## src/core/cmp_pkg.sv

```systemverilog
// Overview of operation
// - Counter advances only while run bit set
// - PWM enable bit selects PWM pin mode
// - Clear bit zeroes counter on period match
// - Clock select 000 means undivided clock
// - Level bit B presets pin before match
// - Enable bit A gates flag A interrupt
// - Flags A and B in bits 0,1
// - Counter is a 16-bit up counter
package cmp_pkg;

    // ************************************************************
    // Register indices (byte address is four times the index)
    // ************************************************************
    localparam logic [15:0] IDX_TIMER_MODE = 16'hff80;    // Run and PWM enable
    localparam logic [15:0] IDX_TIMER_CONTROL = 16'hff81; // Clear, clock select, level B
    localparam logic [15:0] IDX_TIMER_IRQ_EN = 16'hff82;  // Interrupt mask
    localparam logic [15:0] IDX_TIMER_FLAGS = 16'hff83;   // Sticky match flags
    localparam logic [15:0] IDX_COUNTER = 16'hff86;       // Counter value
    localparam logic [15:0] IDX_PERIOD = 16'hff88;        // Period compare
    localparam logic [15:0] IDX_DUTY = 16'hff8a;          // Duty compare

    // ************************************************************
    // Field positions
    // ************************************************************
    localparam int POS_COUNT_START = 7;       // Mode: counter run
    localparam int POS_PWM_ENABLE = 0;        // Mode: PWM output mode
    localparam int POS_COUNTER_CLEAR = 7;     // Control: clear on period match
    localparam int POS_CLOCK_SELECT_LO = 4;   // Control: select field low bit
    localparam int POS_OUTPUT_LEVEL_B = 1;    // Control: initial pin level
    localparam int POS_MATCH_A = 0;           // Flags and mask: event A
    localparam int POS_MATCH_B = 1;           // Flags and mask: event B

    // ************************************************************
    // Values after reset
    // ************************************************************
    localparam logic [7:0] RST_MODE = 8'h00;
    localparam logic [7:0] RST_CONTROL = 8'h00;
    localparam logic [7:0] RST_IRQ_EN = 8'h00;
    localparam logic [7:0] RST_FLAGS = 8'h00;
    localparam logic [15:0] RST_COUNTER = 16'h0000;
    localparam logic [15:0] RST_PERIOD = 16'hffff;
    localparam logic [15:0] RST_DUTY = 16'h0000;
    localparam logic [6:0] RST_PRESCALE = 7'h00;

    // ************************************************************
    // Bus carrier
    // ************************************************************
    typedef struct packed {
        logic [17:0] adr;   // Byte address
        logic [31:0] dat;   // Write data
        logic [3:0] sel;    // Byte lanes
        logic we;           // Write
        logic cyc;          // Cycle
        logic stb;          // Strobe
    } cmp_wb_req_t;

endpackage : cmp_pkg

```

## src/core/cmp_prescaler.sv

```systemverilog
`timescale 1ns/1ps
// ************************************************************
// Clock divider: tick once every 2**select clocks
// ************************************************************
module cmp_prescaler (
    input wire logic clk_i,
    input wire logic rst_i,
    input wire logic [2:0] select_i,
    output logic tick_o
);
    import cmp_pkg::*;

    logic [6:0] div_cnt;       // Free-running divider
    logic [6:0] next_div_cnt;
    logic [6:0] mask;          // Low bits that must be all ones

    // Next divider value and tick decode
    always_comb begin
        next_div_cnt = div_cnt + 7'h01;
        mask = 7'(({7'h00, 1'b1} << select_i) - 8'h01);
        // Select 000 ticks on every clock edge
        tick_o = ((div_cnt & mask) == mask);
    end

    // Divider register
    always_ff @(posedge clk_i) begin
        if (rst_i) begin
            div_cnt <= RST_PRESCALE;
        end else begin
            div_cnt <= next_div_cnt;
        end
    end

endmodule : cmp_prescaler

```

## src/core/cmp_timer.sv

```systemverilog
`timescale 1ns/1ps
// ************************************************************
// Compare-match PWM timer with Wishbone register slave
// ************************************************************
module cmp_timer (
    input wire logic clk_i,
    input wire logic rst_i,
    input wire cmp_pkg::cmp_wb_req_t wb_i,
    output logic wb_ack_o,
    output logic [31:0] wb_dat_o,
    output logic irq_o,
    output logic pwm_output_pin_o
);
    import cmp_pkg::*;

    // ************************************************************
    // Helpers
    // ************************************************************
    // Byte-lane merge of the low lane
    function automatic logic [7:0] merge8(input logic [7:0] old_v, input logic [31:0] wd,
                                          input logic [3:0] sel);
        merge8 = sel[0] ? wd[7:0] : old_v;
    endfunction : merge8

    // Byte-lane merge of the two low lanes
    function automatic logic [15:0] merge16(input logic [15:0] old_v, input logic [31:0] wd,
                                            input logic [3:0] sel);
        merge16 = {sel[1] ? wd[15:8] : old_v[15:8], sel[0] ? wd[7:0] : old_v[7:0]};
    endfunction : merge16

    // ************************************************************
    // State
    // ************************************************************
    logic [7:0] timer_mode;              // Run and PWM enable
    logic [7:0] timer_control;           // Clear, clock select, level B
    logic [7:0] timer_interrupt_enable;  // Mask, same layout as flags
    logic [7:0] timer_event_flags;       // Sticky match flags
    logic [15:0] counter_value;          // Up counter
    logic [15:0] period_compare;         // Compare A
    logic [15:0] duty_compare;           // Compare B
    logic pin;                           // Pin level
    logic ack;                           // Bus answer
    logic [31:0] rdat;                   // Registered read data

    logic [7:0] next_timer_mode;
    logic [7:0] next_timer_control;
    logic [7:0] next_timer_interrupt_enable;
    logic [7:0] next_timer_event_flags;
    logic [15:0] next_counter_value;
    logic [15:0] next_period_compare;
    logic [15:0] next_duty_compare;
    logic next_pin;
    logic next_ack;
    logic [31:0] next_rdat;

    logic tick;        // Counter input clock enable
    logic run;         // Count start bit
    logic pwm_mode;    // PWM output mode
    logic clear_on_a;  // Clear counter on match A
    logic level_b;     // Initial pin level
    logic match_a;     // Counter equals period this tick
    logic match_b;     // Counter equals duty this tick
    logic req;         // Bus request pending
    logic wr;          // Write takes effect this edge
    logic [15:0] idx;  // Register index

    // ************************************************************
    // Clock select divider
    // ************************************************************
    cmp_prescaler u_prescaler (
        .clk_i(clk_i),
        .rst_i(rst_i),
        .select_i(timer_control[POS_CLOCK_SELECT_LO +: 3]),
        .tick_o(tick)
    );

    // Field decode and match events
    always_comb begin
        run = timer_mode[POS_COUNT_START];
        pwm_mode = timer_mode[POS_PWM_ENABLE];
        clear_on_a = timer_control[POS_COUNTER_CLEAR];
        level_b = timer_control[POS_OUTPUT_LEVEL_B];
        // Matches count only on a counting tick, so a stopped timer never fires
        match_a = tick && run && (counter_value == period_compare);
        match_b = tick && run && (counter_value == duty_compare);
        req = wb_i.cyc && wb_i.stb;
        // Write lands on the edge where ack is seen high
        wr = req && wb_i.we && ack;
        idx = wb_i.adr[17:2];
    end

    // ************************************************************
    // Bus slave: ack one cycle after request, then drop
    // ************************************************************
    always_comb begin
        next_ack = req && !ack;
        next_rdat = rdat;
        if (req && !ack) begin
            // Unmapped addresses read as zero and still ack
            unique case (idx)
                IDX_TIMER_MODE: next_rdat = {24'h000000, timer_mode};
                IDX_TIMER_CONTROL: next_rdat = {24'h000000, timer_control};
                IDX_TIMER_IRQ_EN: next_rdat = {24'h000000, timer_interrupt_enable};
                IDX_TIMER_FLAGS: next_rdat = {24'h000000, timer_event_flags};
                IDX_COUNTER: next_rdat = {16'h0000, counter_value};
                IDX_PERIOD: next_rdat = {16'h0000, period_compare};
                IDX_DUTY: next_rdat = {16'h0000, duty_compare};
                default: next_rdat = 32'h00000000;
            endcase
        end
    end

    // ************************************************************
    // Control registers
    // ************************************************************
    always_comb begin
        next_timer_mode = timer_mode;
        next_timer_control = timer_control;
        next_timer_interrupt_enable = timer_interrupt_enable;
        next_period_compare = period_compare;
        next_duty_compare = duty_compare;
        if (wr) begin
            unique case (idx)
                IDX_TIMER_MODE: next_timer_mode = merge8(timer_mode, wb_i.dat, wb_i.sel);
                IDX_TIMER_CONTROL: begin
                    next_timer_control = merge8(timer_control, wb_i.dat, wb_i.sel);
                end
                IDX_TIMER_IRQ_EN: begin
                    next_timer_interrupt_enable = merge8(timer_interrupt_enable, wb_i.dat,
                                                         wb_i.sel);
                end
                // Duty reload each period is the software's job
                IDX_PERIOD: next_period_compare = merge16(period_compare, wb_i.dat, wb_i.sel);
                IDX_DUTY: next_duty_compare = merge16(duty_compare, wb_i.dat, wb_i.sel);
                default: next_timer_mode = timer_mode;
            endcase
        end
    end

    // ************************************************************
    // Flags: set wins over write-one-to-clear
    // ************************************************************
    always_comb begin
        next_timer_event_flags = timer_event_flags;
        if (wr && idx == IDX_TIMER_FLAGS && wb_i.sel[0]) begin
            next_timer_event_flags = timer_event_flags & ~wb_i.dat[7:0];
        end
        if (match_a) begin
            next_timer_event_flags[POS_MATCH_A] = 1'b1;
        end
        if (match_b) begin
            next_timer_event_flags[POS_MATCH_B] = 1'b1;
        end
        // Only two flag bits exist; the rest read as zero
        next_timer_event_flags[7:2] = 6'h00;
    end

    // ************************************************************
    // Counter
    // ************************************************************
    always_comb begin
        next_counter_value = counter_value;
        if (wr && idx == IDX_COUNTER) begin
            // Software write beats counting in the same cycle
            next_counter_value = merge16(counter_value, wb_i.dat, wb_i.sel);
        end else if (match_a && clear_on_a) begin
            next_counter_value = 16'h0000;
        end else if (tick && run) begin
            // Wraps from ffff to 0000 when no clear is set
            next_counter_value = counter_value + 16'h0001;
        end
    end

    // ************************************************************
    // Output pin
    // ************************************************************
    always_comb begin
        next_pin = pin;
        if (wr && idx == IDX_TIMER_CONTROL && wb_i.sel[0]) begin
            // Writing control presets the level before the first match B
            next_pin = wb_i.dat[POS_OUTPUT_LEVEL_B];
        end else if (pwm_mode) begin
            // A wins when both match, so a duty equal to the period keeps the start level
            if (match_a) begin
                next_pin = level_b;
            end else if (match_b) begin
                next_pin = 1'b0;
            end
        end else if (match_b) begin
            // Plain compare mode toggles on match B
            next_pin = !pin;
        end
    end

    // All state registers
    always_ff @(posedge clk_i) begin
        if (rst_i) begin
            timer_mode <= RST_MODE;
            timer_control <= RST_CONTROL;
            timer_interrupt_enable <= RST_IRQ_EN;
            timer_event_flags <= RST_FLAGS;
            counter_value <= RST_COUNTER;
            period_compare <= RST_PERIOD;
            duty_compare <= RST_DUTY;
            pin <= 1'b0;
            ack <= 1'b0;
            rdat <= 32'h00000000;
        end else begin
            timer_mode <= next_timer_mode;
            timer_control <= next_timer_control;
            timer_interrupt_enable <= next_timer_interrupt_enable;
            timer_event_flags <= next_timer_event_flags;
            counter_value <= next_counter_value;
            period_compare <= next_period_compare;
            duty_compare <= next_duty_compare;
            pin <= next_pin;
            ack <= next_ack;
            rdat <= next_rdat;
        end
    end

    // ************************************************************
    // Outputs
    // ************************************************************
    assign wb_ack_o = ack;
    assign wb_dat_o = rdat;
    assign pwm_output_pin_o = pin;
    // Level interrupt from any unmasked flag
    assign irq_o = |(timer_event_flags & timer_interrupt_enable);

    // ************************************************************
    // Assertions
    // ************************************************************
    a_hold_when_stopped: assert property (@(posedge clk_i) disable iff (rst_i)
        !run && !(wr && idx == IDX_COUNTER) |=> $stable(counter_value))
        else $error("counter moved while stopped");

    a_pwm_low_on_b: assert property (@(posedge clk_i) disable iff (rst_i)
        pwm_mode && match_b && !match_a && !wr |=> !pwm_output_pin_o)
        else $error("pin not low after match B");

    a_pwm_restore_a: assert property (@(posedge clk_i) disable iff (rst_i)
        pwm_mode && match_a && !wr |=> pwm_output_pin_o == $past(level_b))
        else $error("pin not restored after match A");

    a_clear_on_a: assert property (@(posedge clk_i) disable iff (rst_i)
        match_a && clear_on_a && !wr |=> counter_value == 16'h0000)
        else $error("counter not cleared on match A");

    a_undivided_tick: assert property (@(posedge clk_i) disable iff (rst_i)
        timer_control[6:4] == 3'b000 |-> tick)
        else $error("undivided select missed a tick");

    a_level_b_preset: assert property (@(posedge clk_i) disable iff (rst_i)
        wr && idx == IDX_TIMER_CONTROL && wb_i.sel[0]
        |=> pwm_output_pin_o == $past(wb_i.dat[1]))
        else $error("pin not preset by level B");

    // A mask write in the match cycle may legally drop the request
    a_irq_from_a: assert property (@(posedge clk_i) disable iff (rst_i)
        match_a && timer_interrupt_enable[0] && !(wr && idx == IDX_TIMER_IRQ_EN) |=> irq_o)
        else $error("no interrupt after enabled match A");

    a_flags_after_reset: assert property (@(posedge clk_i)
        rst_i |=> timer_event_flags == 8'h00 && !irq_o)
        else $error("flags not zero after reset");

    a_count_up_step: assert property (@(posedge clk_i) disable iff (rst_i)
        tick && run && !(match_a && clear_on_a) && !wr
        |=> counter_value == $past(counter_value) + 16'h0001)
        else $error("counter did not step by one");

    // A flag write right after the match may legally clear it
    a_flag_b_sticky: assert property (@(posedge clk_i) disable iff (rst_i)
        match_b ##1 !(wr && idx == IDX_TIMER_FLAGS) |-> timer_event_flags[1] [*2])
        else $error("flag B not set or lost");

    a_ack_one_cycle: assert property (@(posedge clk_i) disable iff (rst_i)
        wb_ack_o |=> !wb_ack_o)
        else $error("ack held too long");

endmodule : cmp_timer

```

## config.mk

```make
export PLATFORM = sky130hd
export DESIGN_NAME = cmp_timer
export DESIGN_NICKNAME = d
export VERILOG_FILES = /design/src/core/cmp_pkg.sv /design/src/core/cmp_prescaler.sv /design/src/core/cmp_timer.sv
export SDC_FILE = /design/constraint.sdc
export NUM_CORES = 1
export LEC_CHECK = 0
export BUFFER_PORTS_ARGS = -buffer_cell sky130_fd_sc_hd__buf_2
export CAP_MARGIN = 0
export CELL_PAD_IN_SITES_DETAIL_PLACEMENT = 0
export CELL_PAD_IN_SITES_GLOBAL_PLACEMENT = 1
export CORE_ASPECT_RATIO = 1.1
export CORE_MARGIN = 8
export CORE_UTILIZATION = 45
export CTS_CLUSTER_DIAMETER = 100
export CTS_CLUSTER_SIZE = 12
export DETAILED_ROUTE_END_ITERATION = 8
export PLACE_DENSITY_LB_ADDON = 0.08
export SLEW_MARGIN = 20
export SYNTH_ARGS = -nofsm -noshare
export SYNTH_HDL_FRONTEND = slang
export SYNTH_SLANG_ARGS = --single-unit
export TNS_END_PERCENT = 50
```

## constraint.sdc

```tcl
create_clock -name clk_i -period 4.7 [get_ports clk_i]
set_input_delay 0.47 -clock clk_i [delete_from_list [all_inputs] [get_ports clk_i]]
set_output_delay 0.47 -clock clk_i [all_outputs]
set_load 0.02 [all_outputs]
```

==> results.md, run 1 <==
- Internal power: 1.33 mW
- Sw frac: 22.5%
- Cell Rows: 41
- NumNets Final: 711
- Final setup violation count: 0
- Post-CTS sizing: 0
- Critical Path End: counter_value[2]
- CTS buffer count: 9
- Antenna diodes: 0
- Slew margin rel.: 31.1%
- Clock Sinks: 99
- Flop pwr share: 49.1%
- Setup_tns: 0 ns
- First-pass GRT wire length: 24.0 mm
- Bufs on Longest Clock Path: 2
- Status: completed
- Dominant cells by area after synthesis: dfxtp_1 39%, nand2_1 7.6%, xnor2_1 5.8%, a21oi_1 5.1%, a22oi_1 3.5%
- Port bufs: 57
- Iteration-0 DRC Markers: 418
- Final Wtd Congestion: 0.852
- PnR worst setup slack: 1.45 ns
- Mean Syn Cell Area: 8.24 um2
- RR Endpoint: counter_value[2]
- Seq cells post-synth: 99
- Required time of the worst setup path: 4.92 ns
- Vias/cell: 5.75
- Total Power: 1.72 mW
- Worst path bufs/invs: 0
- # DRC: 0
- CTS Hold Buffers Added: 0
- Drt wl/cell: 18.9 um
- Max VDD drop: 0.141 mV
- Worst setup path class: reg -> reg
- Clock power share: 46.3%
- Crit path DAT: 3.47 ns
- Crit Path Max Fanout: 12
- Routed WL: 15.2 mm
- Tcrit/Tclk final: 69.2%
- Stages on worst setup path: 6
- Worst Tran Pin Value: 1.02 ns
- Total of max-cap violations: 0
- Static leakage: 2.05 nW
- Top post-synthesis cells by count: 104 x nand2_1, 99 x dfxtp_1, 52 x a21oi_1
- Combinational power share: 4.6%
- Non-filler cells, final: 804
- R2R setup slack: 1.45 ns
- CP endpoint kind: flop
- R2R depth: 6
- Final Skew: 0.00408 ns
- Starting Density: 45.4%
- CTS H-tree lvls: 3
- Post-DRT Antenna Nets: 0
- Die height: 128 um
- All-layer global routing usage: 20.0%
- RSZ-0062 raised after global routing: false
- Synth Cell Area: 5120 um2
- Synth-to-layout area growth: 11.8%
- Distinct cell type count after synthesis: 54
- Layout cells sized above 1: 15.1%
- Finished Cell Area: 5730 um2
- Clock-pin slew on the worst setup and hold paths: 0.07 ns
- Worst Setup SP: counter_value[3]
- CP delay by family, top: simple AND/OR/NAND/NOR gates
- Clock root cell: clkbuf_16
- Top Ports: 94
- Startpoint Class: flop
- Critical path, cell by cell: xnor2_1 -> nand4_1 -> nor4_1 -> nand4b_1 -> nand2_1 -> o221ai_1
- CTS tree: done
- Die width: 118 um
- Fmax: 307 MHz
- Final slew viol count: 0
- Top-count cell post-synth: nand2_1
- Core area: 11300 um2
- CP peak stage delay: 0.86 ns
- Pwr dens: 300 nW/um2
- Vias: 4626
- Final Hold Viols: 0
- Placed insts: 789
- Fillers: 1124
- Slowest CP cell: nor4_1
- Initial antenna violation count: 0
- Post-placement cell area: 5410 um2
- Worst slack, placed: 1.50 ns
- Dpl hpwl: 11.2 mm
- Sw power: 387 uW
- Die ar.: 15100 um2
- Clk_lat worst skew: 0.35 ns
- Synth Warn #: 0
- R2R Path Start: counter_value[3]
- FFs w/ async S/R, synth: 0%
- EDFF count, synth: 0
- Post-synth top area cell: dfxtp_1
- Synth Instances: 622
- Hold Crit Class: in -> reg
- Main synth FF type: dfxtp_1
- Post-synthesis sequential area ratio: 38.7%
- Post-layout min period: 3.25 ns
- Largest net degree at the start of global routing: 51
- Top cell type's share of synthesized area: 38.7%
- Gr ovfl total: 0
- Vias in the first global route: 4395
- Detailed Routing Iterations Pass 1: 5
- Post-CTS setup buffer count: 0
[per-stage QoR]
step	utilization (%)	hold WS [ns]
6_report	50.7	0.384
5_1_grt	50.7	0.386
4_1_cts	50.7	0.374
3_5_place_dp	47.9	0.437
3_3_place_gp	47.9	0.431
2_1_floorplan	-	0.428
[cells by family after synthesis]
family          Yosys count  share of synthesized area, %
compound gates          140                          18.4
xor+xnor                 36                          6.15
fa+ha+maj                 2                         0.488
buf+inv                  75                          6.84
flops                    99                          38.7
mux                      26                          5.79
other cells               1                        0.0732
simple gates            243                          23.6
[state kept, by name, summed over array words and instances (netlist names)]
signal	cells
counter_value	16
u_prescaler.div_cnt	7
timer_control	8
pwm_output_pin_o	1
period_compare	16
timer_event_flags	2
timer_mode	8
wb_ack_o	1
duty_compare	16
timer_interrupt_enable	8
wb_dat_o	16
[how the worst min path moves through the flow]
stage / from / to / slack, ns / depth (start not counted)
final: wb_i[19] / period_compare[12] / 0.38 / 3
after CTS: wb_i[18] / period_compare[11] / 0.37 / 3
after global placement: wb_dat_o[6] / wb_dat_o[6] / 0.43 / 1
after floorplan: timer_interrupt_enable[2] / timer_interrupt_enable[2] / 0.43 / 2
after detailed placement: wb_dat_o[6] / wb_dat_o[6] / 0.44 / 1
after global routing: wb_i[21] / period_compare[14] / 0.39 / 3
[layout make-up]
cell class | instances | area [um2] | share of cell area, %
clock buffers | 10 | 229 | 4.00
inverters | 14 | 52.6 | 0.918
clock inverters | 5 | 86.3 | 1.51
well taps | 150 | 188 | 3.28
repair buffers | 63 | 330 | 5.77
multi-input cells | 463 | 2860 | 49.9
flip-flops and latches | 99 | 1980 | 34.6
[power by group through the flow]
| stage | Clock (mW) | Combinational, mW | Sequential [mW] |
|---|---|---|---|
| floorplan | 0 | 0.0507 | 0.863 |
| global placement | 0 | 0.0763 | 0.863 |
| detailed placement | 0 | 0.0777 | 0.863 |
| CTS | 0.815 | 0.0777 | 0.843 |
| global route | 0.851 | 0.0855 | 0.843 |
| finish | 0.796 | 0.0785 | 0.843 |
[layout by cell type, fill, tap and decap left out, types with 4 or more instances in the layout]
master,instances
a21o_1,8
a21oi_1,52
a222oi_1,13
a22oi_1,24
a31oi_1,6
and3_1,4
and4_1,4
buf_2,57
buf_4,6
clkbuf_16,9
conb_1,16
dfxtp_1,99
inv_1,14
mux2_2,6
mux2i_1,17
nand2_1,104
nand2b_1,5
nand3_1,29
nand4_1,13
nor2_1,32
nor2b_1,4
nor3_1,17
nor4_1,4
o21ai_0,13
o32ai_1,11
or2_2,4
or3_1,5
xnor2_1,34
[metal layers]
layer,global-route usage (%),share of wire (%),vias up
li1,-,-,2258
met4,10.0,2.9,0
met2,34.6,51,130
met3,2.82,4.3,20
met1,24.0,42,2218
met5,0,0,-
[worst min-delay path: cells and delay by family]
family	cells	cell delay, ns
and+or+nand+nor	1	0.06
muxes	1	0.07
buffers and inverters	1	0.11
Note: power is estimated with default switching activity, not from simulation.
==> run 2, diff against run 1 <==
--- a/config.mk
+++ b/config.mk
@@ -11,7 +11,7 @@
 export CELL_PAD_IN_SITES_GLOBAL_PLACEMENT = 1
 export CORE_ASPECT_RATIO = 1.1
 export CORE_MARGIN = 8
-export CORE_UTILIZATION = 45
+export CORE_UTILIZATION = 41
 export CTS_CLUSTER_DIAMETER = 100
 export CTS_CLUSTER_SIZE = 12
 export DETAILED_ROUTE_END_ITERATION = 8
==> constraint.sdc (replaced) <==
create_clock -name clk_i -period 3.38 [get_ports clk_i]
set_input_delay 0.338 -clock clk_i [delete_from_list [all_inputs] [get_ports clk_i]]
set_output_delay 0.338 -clock clk_i [all_outputs]
set_load 0.02 [all_outputs]
==> results.md, run 2 (synthesized netlist as in run 1, its figures left out) <==
- Post-DRT Antenna Nets: 0
- Required time of the worst setup path: 3.59 ns
- CP peak stage delay: 0.42 ns
- Clk_lat worst skew: 0.35 ns
- Internal power: 1.74 mW
- Cell Rows: 43
- All-layer global routing usage: 19.6%
- Core area: 12400 um2
- Gr ovfl total: 0
- Initial antenna violation count: 0
- Pwr dens: 398 nW/um2
- Final Wtd Congestion: 0.821
- Flop pwr share: 51.0%
- Tcrit/Tclk final: 68.4%
- Min Hold Slack: 0.255 ns
- PnR worst setup slack: 1.07 ns
- Layout cells sized above 1: 16.5%
- Top Ports: 94
- # DRC: 0
- Final Hold Viols: 0
- RSZ-0062 raised after global routing: false
- Final slew viol count: 0
- Hold Crit Class: in -> reg
- Final Skew: 0.00620 ns
- Synth-to-layout area growth: 12.9%
- Post-layout min period: 2.31 ns
- Die height: 133 um
- Bufs on Longest Clock Path: 2
- Clock-pin slew on the worst setup and hold paths: 0.07 ns
- Slowest CP cell: or2_0
- CTS buffer count: 9
- Port bufs: 57
- Largest net degree at the start of global routing: 35
- Vias: 4605
- Sw frac: 24.2%
- Placed insts: 807
- Critical path's most frequent cell: buf_4
- Final setup violation count: 0
- CTS H-tree lvls: 3
- Total of max-cap violations: 0
- Fmax: 432 MHz
- Drt wl/cell: 19.1 um
- Setup_tns: 0 ns
- Vias/cell: 5.60
- CTS Hold Buffers Added: 0
- NumNets Final: 722
- Status: completed
- Worst setup path class: reg -> reg
- Storage cell area: 1980 um2
- Routed WL: 15.7 mm
- Static leakage: 2.09 nW
- Commonest non-fill, non-tap cell in the layout: nand2_1
- Die width: 123 um
- Multi-input gate area: 2850 um2
- CP endpoint kind: flop
- Critical path, cell by cell: and3_1 -> a311oi_1 -> nor4_2 -> buf_4 -> mux2i_2 -> buf_4 -> or2_0 -> o221ai_1
- Worst slack, placed: 0.852 ns
- Sw power: 556 uW
- Crit path DAT: 2.52 ns
- Max VDD drop: 0.214 mV
- Die ar.: 16300 um2
- Worst Tran Pin Value: 0.851 ns
- Clock root cell: clkbuf_16
- Post-Route Utilization: 46.5%
- Iteration-0 DRC Markers: 379
- Slew margin rel.: 43.1%
- Most frequent cells in the layout: 104 x nand2_1, 99 x dfxtp_1, 57 x buf_2, 52 x a21oi_1, 34 x xnor2_1
- First-pass GRT wire length: 24.9 mm
- Startpoint Class: flop
- Clock power share: 44.3%
- Fillers: 1237
- Detailed Routing Iterations Pass 1: 7
- Starting Density: 41.2%
- Crit Path Max Fanout: 9
- Clock Sinks: 99
- Combinational power share: 4.8%
- Vias in the first global route: 4472
- Dpl hpwl: 11.5 mm
- CTS tree: done
- Post-CTS sizing: 0
- Antenna diodes: 0
- Post-CTS setup buffer count: 0
- Non-filler cells, final: 823
[run 2: cell count changes in the layout (fill, tap and decap cells not counted)]
cell       before  now
buf_4           6   17
bufinv_16       2    0
clkbuf_8        0    2
clkinv_2        0    1
nor4_1          4    5
nor4_2          2    1
[run 2: path summary, 6_finish.rpt]
| kind | slack [ns] | start | cells past startpoint | end |
|---|---|---|---|---|
| min reg2reg | 0.45 | wb_dat_o[4] | 1 | wb_dat_o[4] |
| min | 0.26 | wb_i[19] | 3 | period_compare[12] |
| max reg2reg | 1.07 | u_prescaler.div_cnt[0] | 8 | counter_value[15] |
| max | 1.07 | u_prescaler.div_cnt[0] | 8 | counter_value[15] |
[run 2: stage by stage]
stage / power [mW] / area (um2)
finish: 2.30 / 5780
global route: 2.37 / 5780
CTS: 2.31 / 5780
detailed placement: 1.31 / 5500
global placement: 1.31 / 5500
floorplan: 1.27 / 5180
[run 2: worst max-delay path, delay by kind of cell, from the launching register on]
family | cells | cell delay, ns
buffers and inverters | 2 | 0.37
AOI/OAI and AO/OA | 2 | 0.58
muxes | 1 | 0.15
DFF | 1 | 0.34
and+or+nand+nor | 3 | 0.72
[run 2: cell type report]
cell class,instances,area share [%]
inverter,14,0.909
timing repair buffer,74,7.14
multi-input combinational,463,49.3
clock buffer,12,4.43
tap,157,3.40
clock inverter,4,0.541
sequential,99,34.3
[run 2: metal layers]
metal  global-route usage (%)  vias to the layer above  routed length, um
li1                         -                     2283                  -
met1                     24.9                     2174               6820
met2                     32.5                      127               7700
met3                     2.71                       21                849
met4                     7.59                        0                329
met5                        0                        -                  0
[run 2: power by group through the flow]
| stage | Sequential, mW | Clock (mW) | Combinational, mW |
|---|---|---|---|
| 2_1_floorplan | 1.20 | 0 | 0.0705 |
| 3_3_place_gp | 1.20 | 0 | 0.108 |
| 3_5_place_dp | 1.20 | 0 | 0.109 |
| 4_1_cts | 1.17 | 1.03 | 0.110 |
| 5_1_grt | 1.17 | 1.08 | 0.120 |
| 6_report | 1.17 | 1.02 | 0.110 |
